$ cat config.mk
export PLATFORM = sky130hd
export DESIGN_NAME = sac_top
export DESIGN_NICKNAME = d
export VERILOG_FILES = /design/src/rtl/sac_pkg.sv /design/src/rtl/sac_top.sv
export VERILOG_INCLUDE_DIRS = /design/src /design/src/rtl
export SDC_FILE = /design/constraint.sdc
export NUM_CORES = 1
export LEC_CHECK = 0
export ABC_AREA = 1
export BUFFER_PORTS_ARGS = -buffer_cell sky130_fd_sc_hd__buf_2
export CELL_PAD_IN_SITES_DETAIL_PLACEMENT = 0
export CELL_PAD_IN_SITES_GLOBAL_PLACEMENT = 2
export CORE_ASPECT_RATIO = 1.2
export CORE_MARGIN = 3
export CORE_UTILIZATION = 30
export CTS_CLUSTER_DIAMETER = 30
export DETAILED_ROUTE_END_ITERATION = 7
export PLACE_DENSITY_LB_ADDON = 0.08
export SYNTH_ARGS = -nofsm -noshare
export SYNTH_HDL_FRONTEND = slang
export SYNTH_SLANG_ARGS = --single-unit
export TNS_END_PERCENT = 20
$ cat constraint.sdc
create_clock -name clk -period 2.7 [get_ports clk]
set_clock_uncertainty 0.05 [all_clocks]
set_input_delay 0.135 -clock clk [delete_from_list [all_inputs] [get_ports clk]]
set_output_delay 0.135 -clock clk [all_outputs]
set_load 0.05 [all_outputs]
$ cat src/rtl/sac_consts.svh
`ifndef SAC_CONSTS_SVH
`define SAC_CONSTS_SVH

// result and pin geometry
`define SAC_RES_W        10
`define SAC_NUM_PINS     6
`define SAC_FULL_SCALE   10'h3FF
`define SAC_ZERO_SCALE   10'h000

// channel select codes
`define SAC_CH_PIN_LAST  5'h05
`define SAC_CH_BANDGAP   5'h06
`define SAC_CH_VREF_HIGH 5'h1D
`define SAC_CH_VREF_LOW  5'h1E
`define SAC_CH_OFF       5'h1F

// justify select encodings, {justify_select_hi, justify_select_lo}
`define SAC_FMT_TRUNC    2'h0
`define SAC_FMT_RIGHT    2'h1
`define SAC_FMT_LEFT     2'h2
`define SAC_FMT_SIGN     2'h3

// converter timing in divided converter clock ticks, divider limit and first trial code
`define SAC_SAMPLE_TICKS 5'h06
`define SAC_CONV_TICKS   5'h10
`define SAC_DIV_MAX      3'h4
`define SAC_TRIAL_FIRST  10'h200

`endif

$ cat src/rtl/sac_pkg.sv
`include "sac_consts.svh"

package sac_pkg;

   typedef enum logic [1:0] {
      SAC_IDLE   = 2'b00,
      SAC_ALIGN  = 2'b01,
      SAC_SAMPLE = 2'b10,
      SAC_TRIAL  = 2'b11
   } sac_state_t;

   typedef struct packed {
      sac_state_t                  state;
      logic [4:0]                  chan;
      logic                        ien;
      logic                        cont;
      logic                        src_sel;
      logic [2:0]                  div;
      logic [1:0]                  fmt;
      logic                        run;
      logic [3:0]                  div_cnt;
      logic                        osc_prev;
      logic [4:0]                  cnt;
      logic [`SAC_RES_W-1:0]       mask;
      logic [`SAC_RES_W-1:0]       sar;
      logic [7:0]                  res_hi;
      logic [7:0]                  res_lo;
      logic                        locked;
      logic                        done;
      logic                        irq;
      logic                        sample;
      logic                        busy;
      logic                        pwr_off;
      logic [`SAC_NUM_PINS-1:0]    pin_take;
      logic [`SAC_NUM_PINS-1:0]    pin_oe;
      logic [`SAC_NUM_PINS-1:0]    pin_out;
      logic [`SAC_NUM_PINS-1:0]    port_rd;
   } sac_regs_t;

endpackage

$ cat src/rtl/sac_top.sv
`timescale 1ns/100ps
`include "sac_consts.svh"

module sac_top
(
   input  logic                     clk,             // bus clock
   input  logic                     resetn,          // async reset
   input  logic                     osc_clk,         // oscillator clock level
   input  logic                     stop_mode,       // cpu in stop mode
   input  logic                     scr_wr,          // status/control write
   input  logic [4:0]               wr_chan,         // channel select field
   input  logic                     wr_ien,          // interrupt enable
   input  logic                     wr_cont,         // continuous mode bit
   input  logic                     clkctl_wr,       // clock control write
   input  logic                     wr_src_sel,      // 1 = oscillator clock
   input  logic [2:0]               wr_div,          // clock divide field
   input  logic [1:0]               wr_fmt,          // justify select hi,lo
   input  logic                     rd_high,         // result high read
   input  logic                     rd_low,          // result low read
   input  logic                     cmp_in,          // input >= trial code
   input  logic [5:0]               port_latch,      // port output latch
   input  logic [5:0]               port_dir,        // port direction
   input  logic [5:0]               pin_in,          // pin levels
   output logic [4:0]               chan_sel_q,      // analog mux select
   output logic                     pwr_off_q,       // converter powered off
   output logic                     sample_q,        // sampling phase
   output logic [9:0]               trial_code_q,    // sar trial code
   output logic                     busy_q,          // conversion running
   output logic [7:0]               result_high_q,   // result high register
   output logic [7:0]               result_low_q,    // result low register
   output logic                     done_flag_q,     // conversion done flag
   output logic                     irq_q,           // interrupt request
   output logic [5:0]               pin_take_q,      // pin owned by converter
   output logic [5:0]               pin_oe_q,        // pin output enable
   output logic [5:0]               pin_out_q,       // pin output level
   output logic [5:0]               port_rd_q        // port read value
);

   ////////////////////////////////////////////////////////////////////////////
   sac_pkg::sac_regs_t    q;
   sac_pkg::sac_regs_t    d;
   logic                  src_pulse;
   logic                  tick;
   logic                  conv_done;
   logic [9:0]            conv_res;
   logic [9:0]            sar_new;
   logic [2:0]            div_eff;
   logic [3:0]            ratio_m1;
   logic                  start;

   always_comb
   begin
      d         = q;
      conv_done = 1'b0;
      conv_res  = q.sar;
      sar_new   = q.sar;
      tick      = 1'b0;
      // source select then prescale, both free running
      src_pulse  = q.src_sel ? (osc_clk & ~q.osc_prev) : 1'b1;
      d.osc_prev = osc_clk;
      div_eff    = (q.div > `SAC_DIV_MAX) ? `SAC_DIV_MAX : q.div;
      ratio_m1   = ~(4'hF << div_eff);
      if (src_pulse)
      begin
         if (q.div_cnt >= ratio_m1)
         begin
            d.div_cnt = 4'h0;
            tick      = 1'b1;
         end
         else
         begin
            d.div_cnt = q.div_cnt + 4'h1;
         end
      end

      ////////////////////////////////////////////////////////////////////////
      case (q.state)
         sac_pkg::SAC_IDLE:
         begin
            // resume after stop if still armed
            if (q.run && !stop_mode)
               d.state = sac_pkg::SAC_ALIGN;
         end
         sac_pkg::SAC_ALIGN:
         begin
            // partial first cycle, counted as the first
            if (tick)
            begin
               d.state  = sac_pkg::SAC_SAMPLE;
               d.cnt    = 5'h01;
               d.sample = 1'b1;
            end
         end
         sac_pkg::SAC_SAMPLE:
         begin
            if (tick)
            begin
               d.cnt = q.cnt + 5'h01;
               if (d.cnt == `SAC_SAMPLE_TICKS)
               begin
                  d.state  = sac_pkg::SAC_TRIAL;
                  d.sample = 1'b0;
                  d.mask   = `SAC_TRIAL_FIRST;
                  d.sar    = `SAC_TRIAL_FIRST;
               end
            end
         end
         sac_pkg::SAC_TRIAL:
         begin
            if (tick)
            begin
               // comparator decides the bit under trial; above vref saturates
               sar_new = (cmp_in ? q.sar : (q.sar & ~q.mask)) | (q.mask >> 1);
               d.sar   = sar_new;
               d.mask  = q.mask >> 1;
               d.cnt   = q.cnt + 5'h01;
               if (d.cnt == `SAC_CONV_TICKS)
               begin
                  conv_done = 1'b1;
                  conv_res  = sar_new;
                  if (q.cont)
                  begin
                     d.state = sac_pkg::SAC_ALIGN;
                  end
                  else
                  begin
                     d.state = sac_pkg::SAC_IDLE;
                     d.run   = 1'b0;
                  end
               end
            end
         end
         default:
         begin
            d.state = sac_pkg::SAC_IDLE;
         end
      endcase

      ////////////////////////////////////////////////////////////////////////
      // result store; outside truncated format, interlock blocks new data once high is read
      if (conv_done && (!q.locked || q.fmt == `SAC_FMT_TRUNC))
      begin
         case (q.fmt)
            `SAC_FMT_RIGHT:
            begin
               d.res_hi = {6'h00, conv_res[9:8]};
               d.res_lo = conv_res[7:0];
            end
            `SAC_FMT_LEFT:
            begin
               d.res_hi = conv_res[9:2];
               d.res_lo = {conv_res[1:0], 6'h00};
            end
            `SAC_FMT_SIGN:
            begin
               d.res_hi = {~conv_res[9], conv_res[8:2]};
               d.res_lo = {conv_res[1:0], 6'h00};
            end
            default:
            begin
               d.res_hi = 8'h00;
               d.res_lo = conv_res[9:2];
            end
         endcase
      end
      if (rd_high && q.fmt != `SAC_FMT_TRUNC)
         d.locked = 1'b1;
      if (rd_low || q.fmt == `SAC_FMT_TRUNC)
         d.locked = 1'b0;

      ////////////////////////////////////////////////////////////////////////
      // register writes; a status/control write aborts, and restarts unless the channel is off
      start = 1'b0;
      if (clkctl_wr)
      begin
         d.src_sel = wr_src_sel;
         d.div     = wr_div;
         d.fmt     = wr_fmt;
         d.done    = 1'b0;
      end
      if (scr_wr)
      begin
         d.chan   = wr_chan;
         d.ien    = wr_ien;
         d.cont   = wr_cont;
         d.done   = 1'b0;
         d.irq    = 1'b0;
         d.sample = 1'b0;
         start    = (wr_chan != `SAC_CH_OFF);
         d.run    = start;
         d.state  = (start && !stop_mode) ? sac_pkg::SAC_ALIGN
                                          : sac_pkg::SAC_IDLE;
      end
      if (rd_low)
         d.done = 1'b0;
      if (rd_low || rd_high)
         d.irq = 1'b0;
      // hardware set wins over any clear in the same cycle
      if (conv_done && !d.ien)
         d.done = 1'b1;
      // the request also serves as the wake-up source in wait mode
      if (conv_done && d.ien)
         d.irq = 1'b1;

      // stop mode overrides the state and sampling; run stays armed for resume
      if (stop_mode)
      begin
         d.state  = sac_pkg::SAC_IDLE;
         d.sample = 1'b0;
      end
      d.busy    = (d.state != sac_pkg::SAC_IDLE);
      d.pwr_off = (d.chan == `SAC_CH_OFF);

      ////////////////////////////////////////////////////////////////////////
      // pin ownership; direction reaches the output enable of untaken pins only but steers the port read of every pin, latch drives every pin
      d.pin_take = (d.chan <= `SAC_CH_PIN_LAST) ? (6'h01 << d.chan[2:0]) : 6'h00;
      d.pin_oe   = port_dir & ~d.pin_take;
      d.pin_out  = port_latch;
      d.port_rd  = (port_dir & port_latch) | (~port_dir & pin_in);
   end

   always_ff @(posedge clk or negedge resetn)
   begin
      if (!resetn)
         q <= '0;
      else
         q <= d;
   end

   assign chan_sel_q    = q.chan;
   assign pwr_off_q     = q.pwr_off;
   assign sample_q      = q.sample;
   assign trial_code_q  = q.sar;
   assign busy_q        = q.busy;
   assign result_high_q = q.res_hi;
   assign result_low_q  = q.res_lo;
   assign done_flag_q   = q.done;
   assign irq_q         = q.irq;
   assign pin_take_q    = q.pin_take;
   assign pin_oe_q      = q.pin_oe;
   assign pin_out_q     = q.pin_out;
   assign port_rd_q     = q.port_rd;

   ////////////////////////////////////////////////////////////////////////////
   // checking helpers: ticks seen since the conversion was armed
   logic [4:0] chk_ticks_q;

   always_ff @(posedge clk or negedge resetn)
   begin
      if (!resetn)
         chk_ticks_q <= 5'h00;
      else if (q.state == sac_pkg::SAC_IDLE ||
               (d.state == sac_pkg::SAC_ALIGN && q.state != sac_pkg::SAC_ALIGN))
         chk_ticks_q <= 5'h00;
      else if (tick)
         chk_ticks_q <= chk_ticks_q + 5'h01;
   end
endmodule

# Yosys cells after proc, flatten, opt, wreduce, memory -nomap -nowiden

Cells that the tools add are included.

Flip-flop bits (word level): 92
Bits in writable memories: 0
ROM bits: 0
Bits in latches: 0
Bits of input ports: 40
Output and inout bits: 60
Word-level logic and storage cells: 141
Memories: 0

Bitwise gates (word level): 13
Muxes and demuxes: 49
$lt $le $gt $ge: 3
Eq/ne operators: 18
$mul: 0
Reduce and logical (&&, ||, !) cells: 29
Shifts and indexed selects: 2
Add/sub/neg operators: 2
Divide/modulo/power cells: 0

Operators by type and width:

| cell                                          | number |
|---|---|
| two-way mux 25 bit                            | 2 |
| one-hot mux 16 bit (3 select lines)           | 1 |
| two-way mux 10 bit                            | 4 |
| one-hot mux 20 bit (2 select lines)           | 1 |
| two-way mux 1 bit                             | 24 |
| two-way mux 20 bit                            | 1 |
| AND 6 bit                                     | 3 |
| AND reduction 4 bit                           | 4 |
| one-hot mux 5 bit (3 select lines)            | 1 |
| two-way mux 2 bit                             | 7 |
| nonzero test 2 bit                            | 7 |
| inequality test 4 bit (second input constant) | 3 |
| inverter 6 bit                                | 2 |
| AND 10 bit                                    | 1 |
| == test 5 bit (second input constant)         | 2 |
| inequality test 2 bit (second input constant) | 5 |
| inverter 10 bit                               | 1 |
| OR 10 x 9 -> 10 bit                           | 1 |
| two-way mux 9 bit                             | 1 |
| == test 2 bit (second input constant)         | 4 |
| one-hot mux 2 bit (4 select lines)            | 1 |
| nonzero test 4 bit                            | 2 |
| logical AND 1 bit                             | 6 |
| two-way mux 3 bit                             | 2 |
| other kinds (22)                              | 30 |

# Depth between registers and ports, before layout

Gate-level depths: netlist of the first run.

Depth after elaboration: 14
Gate-level depth with buffers: 18
Gate-level depth less buffers: 17

# Worst setup path before layout of the first run

No wires, ideal clock.

Kind: register to register
From: register q[81] in the netlist's numbering
To: register q (netlist bit result_high_q[6])
Data arrival time: 1.905 ns
Stages on the path, launching flop included: 12
Buffers on the path: 2
Required time: 2.529 ns
Library setup time: 0.121 ns
Period minus slack after synthesis: 2.076 ns
Path slack: 0.624 ns
Cell sequence: dfrtp_1 > nor2_1 > nand2_1 > ha_1 > nand4_1 > nand3_1 > nand2_1 > nor2_1 > buf_4 > nand3_4 > buf_6 > a22o_1

Longest elaborated chain between the ends: 10
Elaborated cells between the ends (all ways): 13
Those cells by class: order compare (2); shift (1); mux (8); bitwise (1); reduce/logical (1)

RTL lines:

| item                                                                            | line                           | RTL |
|---|---|---|
| from (decl)                                                                     | sac_top.sv:40                  | `sac_pkg::sac_regs_t q;` |
| from (signal assigned)                                                          | sac_top.sv:225                 | `q <= '0;` |
| from (signal assigned)                                                          | sac_top.sv:227                 | `q <= d;` |
| > comparator 3 bit (no source line)                                             | n/a                            |  |
| two-way mux 3 bit *                                                             | sac_top.sv:61                  | `` div_eff = (q.div > `SAC_DIV_MAX) ? `SAC_DIV_MAX : q.div; `` |
| left shift 4 x 3 -> 4 bit *                                                     | sac_top.sv:62                  | `ratio_m1 = ~(4'hF << div_eff);` |
| inverter 4 bit *                                                                | sac_top.sv:62                  |  |
| greater-or-equal comparator 4 bit *                                             | sac_top.sv:65                  | `if (q.div_cnt >= ratio_m1)` |
| two-way mux 1 bit *                                                             | sac_top.sv:65                  |  |
| two-way mux 1 bit *                                                             | sac_top.sv:63                  | `if (src_pulse)` |
| two-way mux 10 bit / two-way mux 1 bit (equally long branches)                  | sac_top.sv:110                 | `if (tick)` |
| two-way mux 10 bit / two-way mux 1 bit (equally long branches)                  | sac_top.sv:77                  | `case (q.state)` |
| one-hot mux 16 bit (3 select lines) / logical AND 1 bit (equally long branches) | sac_top.sv:143, sac_top.sv:141 |  |

Mark *: on every way between the ends. The rest lies on a longest branch, timed or not.
A chain may end at the register's enable or synchronous reset.

# Worst setup path in the final report of the first run

From: register q[81] in the netlist's numbering
To: register q (netlist bit result_high_q[3])

Same word-level chain as after synthesis.

==> results of run 1 <==
-- flip-flops by register name, indices dropped and copies added (netlist names) --
register / flops
q: 32
trial_code_q: 10
result_high_q: 8
result_low_q: 8
pin_oe_q: 6
pin_out_q: 6
pin_take_q: 6
port_rd_q: 6
chan_sel_q: 5
busy_q: 1
done_flag_q: 1
irq_q: 1
pwr_off_q: 1
sample_q: 1
-- metal layers --
layer / vias up / track usage, % / wire, um
met5: - / 0 / 0
li1: 1853 / - / -
met2: 80 / 22.5 / 5200
met3: 7 / 3.42 / 468
met1: 1669 / 18.9 / 5500
met4: 0 / 3.98 / 111
-- kinds of logic (layout without fill, tap and decap cells) --
logic type                 after synthesis  in the layout  synth area share [%]
DFF                                     92             92                  49.7
buffers and inverters                  123            219                  15.0
and+or+nand+nor                        232            232                  21.5
xor gates and xnor gates                 3              3                 0.567
muxes                                    4              4                 0.972
AOI/OAI and AO/OA                       75             75                  9.10
adders and majority gates               12             12                  3.24
-- cells in the final DEF (no fill, tap or decap), types with 2 or more instances in the layout --
cell / instances
o21ai_0: 43
o31ai_1: 5
inv_2: 2
mux2_2: 4
or2_2: 10
a21oi_1: 11
a22o_1: 5
inv_1: 53
xor2_1: 3
dlygate4sd3_1: 39
nand3b_1: 3
nor2_1: 30
nor2_2: 2
nor3_1: 4
clkinvlp_4: 2
o21ai_1: 3
nand3_1: 24
nand2_1: 146
clkinv_2: 2
nand2_2: 2
nand4_1: 6
clkbuf_16: 9
dfrtp_1: 92
o22ai_1: 3
buf_2: 98
buf_4: 9
o211ai_1: 2
ha_1: 12
-- power by group through the flow --
| stage | sequential (mW) | combinational, mW | clock [mW] |
|---|---|---|---|
| 2_1_floorplan | 1.69 | 0.688 | 0 |
| 4_1_cts | 1.69 | 0.942 | 1.33 |
| 5_1_grt | 1.71 | 1.05 | 1.38 |
| 6_report | 1.68 | 0.932 | 1.28 |
| 3_3_place_gp | 1.71 | 0.892 | 0 |
| 3_5_place_dp | 1.71 | 0.892 | 0 |
-- stage by stage --
step           instances  cell area, sq um  setup slack (ns)
2_1_floorplan        541              4630             0.624
3_3_place_gp         783              4960             0.215
3_5_place_dp         783              4960             0.132
4_1_cts              838              5640             0.101
5_1_grt              841              5680            0.0367
6_report             841              5680             0.287
-- cell type report --
cell class / instances / area, sq um
fill: 1595 / 9400
multi-input combinational: 326 / 1650
inverter: 56 / 213
tap: 204 / 255
timing repair buffer: 147 / 968
clock buffer: 10 / 229
clock inverter: 6 / 63.8
sequential: 92 / 2300
-- worst min-delay path, cell delays in order --
cell and delay, ns:
buf_2 0.10, or2_2 0.11, nand2_1 0.04
-- path summary, 6_finish.rpt --
path	depth (start not counted)	endpoint	slack, ns
max	11	result_high_q[3]$_DFFE_PN0P_	0.29
min reg2reg	2	result_low_q[3]$_DFFE_PN0P_	0.42
max reg2reg	11	result_high_q[3]$_DFFE_PN0P_	0.29
max in group asynchronous	3	q[58]$_DFFE_PN0P_	1.60
min	3	q[90]$_DFF_PN0_	0.04
min in group asynchronous	2	q[82]$_DFFE_PN0P_	0.31
-- repair_timing --
action / in CTS / in global routing
setup buffers: 0 / 3
resized for setup: 0 / 5
hold buffers: 39 / 0
hold endpoints to repair: 70 / 0
endpoints found under the setup margin: 0 / 16
==> flow_summary.json, run 1 <==
{
  "pwr-share-seq_pct": 43.2,
  "hp-class": "in2reg",
  "grt_pass1_wl_um": 19000,
  "drive_gt1_share_pct": 23.2,
  "cp_cell_sequence": "nor2_1 -> nand2_1 -> ha_1 -> nand4_1 -> nand3_1 -> nand2_1 -> nor2_2 -> buf_4 -> nand3_4 -> buf_4 -> a22o_1",
  "synthesis.nets": 593,
  "slew_headroom_pct": 50.3,
  "grt_max_degree": 50,
  "ys_top_cells_by_area": "dfrtp_1 50%, nand2_1 12%, buf_4 9.2%",
  "startpoint": "q[81]$_DFFE_PN0P_",
  "fin_nets": 684,
  "synth-edff-count": 0,
  "hold_start": "stop_mode",
  "tns_ns": 0,
  "ir_drop_mv": 0.248,
  "vias": 3609,
  "drtIter0Drc": 141,
  "synth.distinct_cells": 33,
  "rows": 49,
  "grt_setup_unrepaired": "false",
  "arrival_ns": 2.59,
  "grt_pass1_vias": 3713,
  "grt-ovfl-total": 0,
  "reg2reg_from": "q[81]$_DFFE_PN0P_",
  "io_buffers": 99,
  "first_pass_iters": 4,
  "crit_path_start_kind": "register",
  "root_buffer": "clkbuf_16",
  "whs_ns": 0.0378,
  "dp_hpwl_um": 7910,
  "required_ns": 2.88,
  "wirelength_um": 11300,
  "ant_nets": 0,
  "yosys_register_bits": 92,
  "drv_slew": 0,
  "period_share_pct": 89.4,
  "crit_type": "reg2reg",
  "cts-htree-levels": 3,
  "viasPerCell": 4.29,
  "tightest_slew_ns": 0.738,
  "yosysWarnings": 0,
  "utilization_pct": 37.6,
  "area_delta_synth_final_pct": 22.5,
  "p_sw_mw": 1.30,
  "synth_flop_cell": "dfrtp_1",
  "crit_fanout": 10,
  "yosys.area.top_type": "dfrtp_1",
  "synth_cells": 541,
  "combPwrFrac_pct": 23.9,
  "switching_share_pct": 33.4,
  "fmax_mhz": 414,
  "wl_per_cell_um": 13.4,
  "cts_sinks": 92,
  "num_antenna_cells": 0,
  "yosys-top-cells-count": "147 x nand2_1, 92 x dfrtp_1, 57 x buf_4",
  "power.internal_mw": 2.60,
  "max_cap_viol_count": 0,
  "worst-path-buf-inv": 2,
  "yosysSeqAreaShare_pct": 49.7,
  "gp_congestion": 0.747,
  "fp.dieW_um": 119,
  "start_util_pct": 30.7,
  "clock_tree.buffer_depth": 2,
  "critPathSlowestCell": "dfrtp_1",
  "cts_buffers": 9,
  "critPathTopFamily": "simple AND/OR/NAND/NOR gates",
  "die_h_um": 142,
  "power_mw": 3.90,
  "cts_tree": "built",
  "clockPowerShare_pct": 32.8,
  "yosysTopAreaCellShare_pct": 49.7,
  "setup_viol_count_final": 0,
  "post-route-min-period_ns": 2.41,
  "synth.avg_cell_area_sq_um": 8.56,
  "track_usage_pct": 14.0,
  "insertion_delay_ns": 0.34,
  "dieArea_sq_mm": 0.0170,
  "crit_path_end_kind": "register",
  "syn_area_sq_mm": 0.00463,
  "fp.coreArea_sq_mm": 0.0151,
  "async_flop_share_pct": 100,
  "leakage_nw": 2.90,
  "outcome": "completed",
  "antenna_found_initial": 0,
  "pin_count": 100,
  "cp_slowest_stage_delay_ns": 0.40,
  "p_per_area_mw_per_mm2": 686,
  "hold_viol": 0,
  "drc_errors": 0,
  "clkTransAtPathRegs_ns": 0.07,
  "yosysMostFrequentCell": "nand2_1"
}
Power figures use the tool's default switching activity.
==> run 2: changes to the inputs <==
==> constraint.sdc (replaced) <==
create_clock -name clk -period 2.7 [get_ports clk]
set_clock_uncertainty 0.05 [all_clocks]
set_input_delay 0.54 -clock clk [delete_from_list [all_inputs] [get_ports clk]]
set_output_delay 0.54 -clock clk [all_outputs]
set_load 0.05 [all_outputs]
==> flow_summary.json, run 2 (synthesis gave the netlist of run 1 again) <==
{
  "design_area_sq_mm": 0.00530,
  "drtIter0Drc": 141,
  "vias": 3517,
  "switching_share_pct": 33.0,
  "hp-class": "in2async",
  "drv_slew": 0,
  "slew_headroom_pct": 54.5,
  "p_sw_mw": 1.29,
  "cp_slowest_stage_delay_ns": 0.39,
  "io_buffers": 99,
  "pwr-share-seq_pct": 43.3,
  "wirelength_um": 11100,
  "gp_congestion": 0.740,
  "crit_fanout": 10,
  "drive_gt1_share_pct": 24.7,
  "track_usage_pct": 13.7,
  "clockPowerShare_pct": 34.0,
  "root_buffer": "clkbuf_16",
  "power.internal_mw": 2.61,
  "fmax_mhz": 413,
  "drc_errors": 0,
  "area_delta_synth_final_pct": 14.5,
  "fin_nets": 647,
  "p_per_area_mw_per_mm2": 736,
  "arrival_ns": 2.61,
  "hold_viol": 0,
  "ir_drop_mv": 0.227,
  "combPwrFrac_pct": 22.6,
  "ant_nets": 0,
  "outcome": "completed",
  "tightest_slew_ns": 0.679,
  "largest_reg_flops": 32,
  "leakage_nw": 2.76,
  "grt_pass1_vias": 3530,
  "r2r_slack_ns": 0.28,
  "first_pass_iters": 4,
  "placed_area_sq_mm": 0.00497,
  "clock_tree.buffer_depth": 2,
  "required_ns": 2.88,
  "crit_path_start_kind": "register",
  "rows": 49,
  "num_antenna_cells": 0,
  "grt_max_degree": 45,
  "worst-path-buf-inv": 2,
  "max_cap_viol_count": 0,
  "cts_tree": "built",
  "critPathSlowestCell": "dfrtp_1",
  "viasPerCell": 4.37,
  "critPathTopFamily": "simple AND/OR/NAND/NOR gates",
  "cts-htree-levels": 3,
  "wl_per_cell_um": 13.8,
  "crit_path_end_kind": "register",
  "cp_cell_sequence": "nor2_1 -> nand2_1 -> ha_1 -> nand4_1 -> nand3_1 -> nand2_1 -> nor2_1 -> buf_4 -> nand3_4 -> buf_4 -> a22o_1",
  "tns_ns": 0,
  "period_share_pct": 89.7,
  "fill_cells": 1635,
  "crit_type": "reg2reg",
  "cts_sinks": 92,
  "layout_commonest_cell": "nand2_1",
  "pin_count": 100,
  "fp.dieW_um": 119,
  "final_cell_mix": "146 x nand2_1, 98 x buf_2, 92 x dfrtp_1",
  "grt_pass1_wl_um": 18400,
  "cts_buffers": 9,
  "clkTransAtPathRegs_ns": 0.07,
  "dieArea_sq_mm": 0.0170,
  "dp_hpwl_um": 8370,
  "power_mw": 3.90,
  "cts_hold_buffers": 0,
  "setup_viol_count_final": 0,
  "grt_setup_unrepaired": "false",
  "seq_area_sq_mm": 0.00230,
  "fp.coreArea_sq_mm": 0.0151,
  "multiInputGateArea_sq_mm": 0.00164,
  "die_h_um": 142,
  "grt-ovfl-total": 0,
  "antenna_found_initial": 0,
  "start_util_pct": 30.7,
  "largest-register": "q",
  "insertion_delay_ns": 0.34,
  "post-route-min-period_ns": 2.42
}
==> run 2: cell count changes in the layout (fill, tap and decap cells not counted), sizes merged <==
cell,change
clkbuf,+2
buf,+2
clkinvlp,-2
dlygate4sd3,-39
==> run 2: final cells by class <==
| cell class | count | area share (%) |
|---|---|---|
| Clock buffer | 12 | 4.84 |
| Timing Repair Buffer | 110 | 10.9 |
| Inverter | 56 | 4.01 |
| Clock inverter | 4 | 1.06 |
| Tap cell | 204 | 4.81 |
| Multi-Input combinational cell | 326 | 30.9 |
| Sequential cell | 92 | 43.4 |
==> run 2: worst paths after layout <==
check / end / cells past startpoint / from
worst max-delay path: result_high_q[4]$_DFFE_PN0P_ / 11 / q[81]$_DFFE_PN0P_
worst min-delay path: q[72]$_DFFE_PN0P_ / 1 / resetn
worst max register to register: result_high_q[4]$_DFFE_PN0P_ / 11 / q[81]$_DFFE_PN0P_
worst min register to register: result_low_q[5]$_DFFE_PN0P_ / 2 / result_low_q[5]$_DFFE_PN0P_
max in group asynchronous: trial_code_q[6]$_DFFE_PN0P_ / 2 / resetn
min in group clk: pin_out_q[0]$_DFF_PN0_ / 1 / port_latch[0]
==> run 2: worst register-to-register path, cell delays in order (launching register included) <==
cell and delay (ns):
dfrtp_1 0.39, nor2_1 0.15, nand2_1 0.08, ha_1 0.27, nand4_1 0.11, nand3_1 0.12, nand2_1 0.14, nor2_1 0.20
buf_4 0.22, nand3_4 0.15, buf_4 0.21, a22o_1 0.23
==> run 2: what timing repair did <==
action / in CTS / in global routing
setup buffers: 0 / 2
resized for setup: 0 / 2
setup endpoints to repair: 0 / 8
==> run 2: routing by layer <==
metal | up-vias | part of all wire (%) | track usage [%]
li1 | 1789 | - | -
met1 | 1631 | 47 | 17.9
met2 | 85 | 46 | 22.1
met3 | 12 | 5.4 | 3.06
met4 | 0 | 1.7 | 5.43
met5 | - | 0 | 0
==> run 2: power by group through the flow <==
stage               Combinational, mW  Clock, mW  Sequential [mW]
floorplan                       0.688          0             1.69
global route                     1.02       1.45             1.72
finish                          0.883       1.33             1.69
global placement                0.900          0             1.72
CTS                             0.904       1.39             1.69
detailed placement              0.902          0             1.72
==> run 2: stage by stage <==
stage | util (%) | std cells | hold slack, ns | setup WS, ns
6_report | 35.2 | 804 | 0.145 | 0.278
5_1_grt | 35.2 | 804 | 0.197 | 0.00747
4_1_cts | 35.0 | 802 | 0.172 | 0.190
3_5_place_dp | 33.0 | 786 | 0.413 | 0.200
3_3_place_gp | 33.0 | 786 | 0.411 | 0.255
2_1_floorplan | - | 541 | 0.194 | 0.624
==> run 3: changes to the inputs <==
--- a/config.mk
+++ b/config.mk
@@ -6,7 +6,7 @@
 export SDC_FILE = /design/constraint.sdc
 export NUM_CORES = 1
 export LEC_CHECK = 0
-export ABC_AREA = 1
+export ABC_AREA = 0
 export BUFFER_PORTS_ARGS = -buffer_cell sky130_fd_sc_hd__buf_2
 export CELL_PAD_IN_SITES_DETAIL_PLACEMENT = 0
 export CELL_PAD_IN_SITES_GLOBAL_PLACEMENT = 2
==> flow_summary.json, run 3 <==
{
  "outcome": "completed",
  "root_buffer": "clkbuf_16",
  "ir_drop_mv": 0.232,
  "fmax_mhz": 392,
  "vias": 3601,
  "cts_sinks": 92,
  "fp.dieW_um": 122,
  "synth_cells": 485,
  "cp_slowest_stage_delay_ns": 0.41,
  "ys_top_cells_by_area": "dfrtp_1 48%, buf_4 9.0%, nand2_1 4.5%",
  "required_ns": 2.86,
  "start_util_pct": 30.7,
  "arrival_ns": 2.71,
  "whs_ns": 0.122,
  "tns_ns": 0,
  "drtIter0Drc": 169,
  "cts_buffers": 9,
  "dp_hpwl_um": 9500,
  "synthesis.nets": 537,
  "hold_viol": 0,
  "max_cap_viol_count": 0,
  "drc_errors": 0,
  "period_share_pct": 94.4,
  "largest_reg_flops": 32,
  "design_area_sq_mm": 0.00551,
  "muxShareOfSynthArea_pct": 4.15,
  "crit_type": "reg2reg",
  "grt_max_degree": 42,
  "post-route-min-period_ns": 2.55,
  "grt_setup_unrepaired": "false",
  "largest-register": "q",
  "grt_pass1_wl_um": 19900,
  "hp-class": "in2async",
  "pin_count": 100,
  "cp_cell_sequence": "or3_1 -> ha_1 -> nor2b_1 -> o21a_1 -> nor3_4 -> a211oi_1 -> o41ai_2 -> o211ai_1",
  "startpoint": "q[81]$_DFFE_PN0P_",
  "clock_tree.buffer_depth": 2,
  "synth-simple-area-share_pct": 14.9,
  "area_delta_synth_final_pct": 14.3,
  "track_usage_pct": 14.7,
  "synth-edff-count": 0,
  "dp_slack_ns": -0.0485,
  "dp.cells": 734,
  "gp_congestion": 0.777,
  "crit_fanout": 5,
  "insertion_delay_ns": 0.35,
  "drv_slew": 0,
  "grt_pass1_vias": 3748,
  "synth.distinct_cells": 61,
  "viasPerCell": 4.80,
  "io_buffers": 99,
  "post_cts_buffers": 0,
  "synth_flop_cell": "dfrtp_1",
  "cts_tree": "built",
  "drive_gt1_share_pct": 30.4,
  "wl_per_cell_um": 16.8,
  "async_flop_share_pct": 100,
  "clkTransAtPathRegs_ns": 0.07,
  "p_per_area_mw_per_mm2": 786,
  "slew_headroom_pct": 59.1,
  "num_antenna_cells": 0,
  "placed_area_sq_mm": 0.00519,
  "fill_cells": 1633,
  "r2r-end": "busy_q$_DFF_PN0_",
  "r2r_cells": 8,
  "synth.avg_cell_area_sq_um": 9.93,
  "critPathTopFamily": "compound AO/OA/AOI/OAI gates",
  "crit_end": "busy_q$_DFF_PN0_",
  "synth_top_family_by_area": "compound AO/OA/AOI/OAI gates",
  "die_h_um": 145,
  "yosysSeqAreaShare_pct": 47.8,
  "tightest_slew_ns": 0.607,
  "final_cell_mix": "98 x buf_2, 92 x dfrtp_1, 58 x nand2_1",
  "synthXorXnorAreaFrac_pct": 0.545,
  "cts-htree-levels": 3,
  "fin_nets": 589,
  "yosys-top-cells-count": "92 x dfrtp_1, 58 x buf_4, 58 x nand2_1",
  "yosysWarnings": 0,
  "layout_commonest_cell": "buf_2",
  "utilization_pct": 35.1,
  "synth-compound-area-share_pct": 16.8,
  "critical_path_depth": 8,
  "antenna_found_initial": 0,
  "grt-ovfl-total": 0,
  "first_pass_iters": 4,
  "yosysMostFrequentCell": "dfrtp_1",
  "setup_ws_ns": 0.151,
  "critPathSlowestCell": "dfrtp_1",
  "dieArea_sq_mm": 0.0176,
  "wirelength_um": 12600,
  "fp.coreArea_sq_mm": 0.0157,
  "yosys_register_bits": 92,
  "crit_path_start_kind": "register",
  "syn_area_sq_mm": 0.00482,
  "rows": 50,
  "leakage_nw": 2.62,
  "yosysTopAreaCellShare_pct": 47.8,
  "power_mw": 4.33,
  "synth_fa_ha_area_share_pct": 3.12,
  "r2r_slack_ns": 0.15,
  "worst-path-buf-inv": 0,
  "crit_path_end_kind": "register",
  "yosys.area.top_type": "dfrtp_1",
  "stdcell_count": 750,
  "setup_viol_count_final": 0,
  "ant_nets": 0,
  "reg2reg_from": "q[81]$_DFFE_PN0P_"
}
==> run 3: changes by cell type in the layout (fill, tap and decap cells not counted), sizes merged, moves of 8 or more <==
cell and delta:
o21ai -10, nand3 -9, or2 -8, nor2b +10, o221ai +8, inv -32, mux2 +12, nand2 -89
==> run 3: logic make-up after synthesis <==
family	count (synthesis)
and+or+nand+nor	149
AOI/OAI and AO/OA	116
buffers and inverters	95
DFF	92
muxes	18
adders and majority gates	12
xor gates and xnor gates	3
==> run 3: layout make-up <==
type / count / area [sq um] / share of cell area, %
Timing Repair Buffer: 115 / 643 / 11.7
Clock inverter: 7 / 82.6 / 1.50
Tap cell: 208 / 260 / 4.72
Multi-Input combinational cell: 298 / 1920 / 34.8
Inverter: 21 / 78.8 / 1.43
Clock buffer: 9 / 225 / 4.09
Sequential cell: 92 / 2300 / 41.8
==> run 3: timing repair <==
action	in CTS	in global routing
pin swaps	0	0
resized for setup	2	2
gates cloned	0	0
hold buffers	0	0
setup endpoints to repair	12	20
==> run 3: worst min-delay path by stage <==
stage | start | end | slack (ns)
after floorplan | resetn | busy_q$_DFF_PN0_ | 0.19
after global placement | q[56]$_DFFE_PN0P_ | q[56]$_DFFE_PN0P_ | 0.41
after detailed placement | result_high_q[2]$_DFFE_PN0P_ | result_high_q[2]$_DFFE_PN0P_ | 0.42
after CTS | resetn | q[79]$_DFFE_PN0P_ | 0.14
after global routing | resetn | q[79]$_DFFE_PN0P_ | 0.17
final | resetn | q[79]$_DFFE_PN0P_ | 0.12
==> run 3: metal layers <==
metal | wire length, um | GRT usage [%] | up-vias
met5 | 0 | 0 | -
met4 | 265 | 6.19 | 0
met3 | 833 | 4.20 | 16
met2 | 5890 | 23.7 | 94
met1 | 5590 | 18.6 | 1737
li1 | - | - | 1754
==> run 3: report_power, final <==
part | switching (mW) | internal [mW] | leakage, nW | total (mW)
Sequential | 0.193 | 1.55 | 1.13 | 1.74
Combinational | 0.831 | 0.424 | 1.35 | 1.25
Clock | 0.602 | 0.735 | 0.145 | 1.34
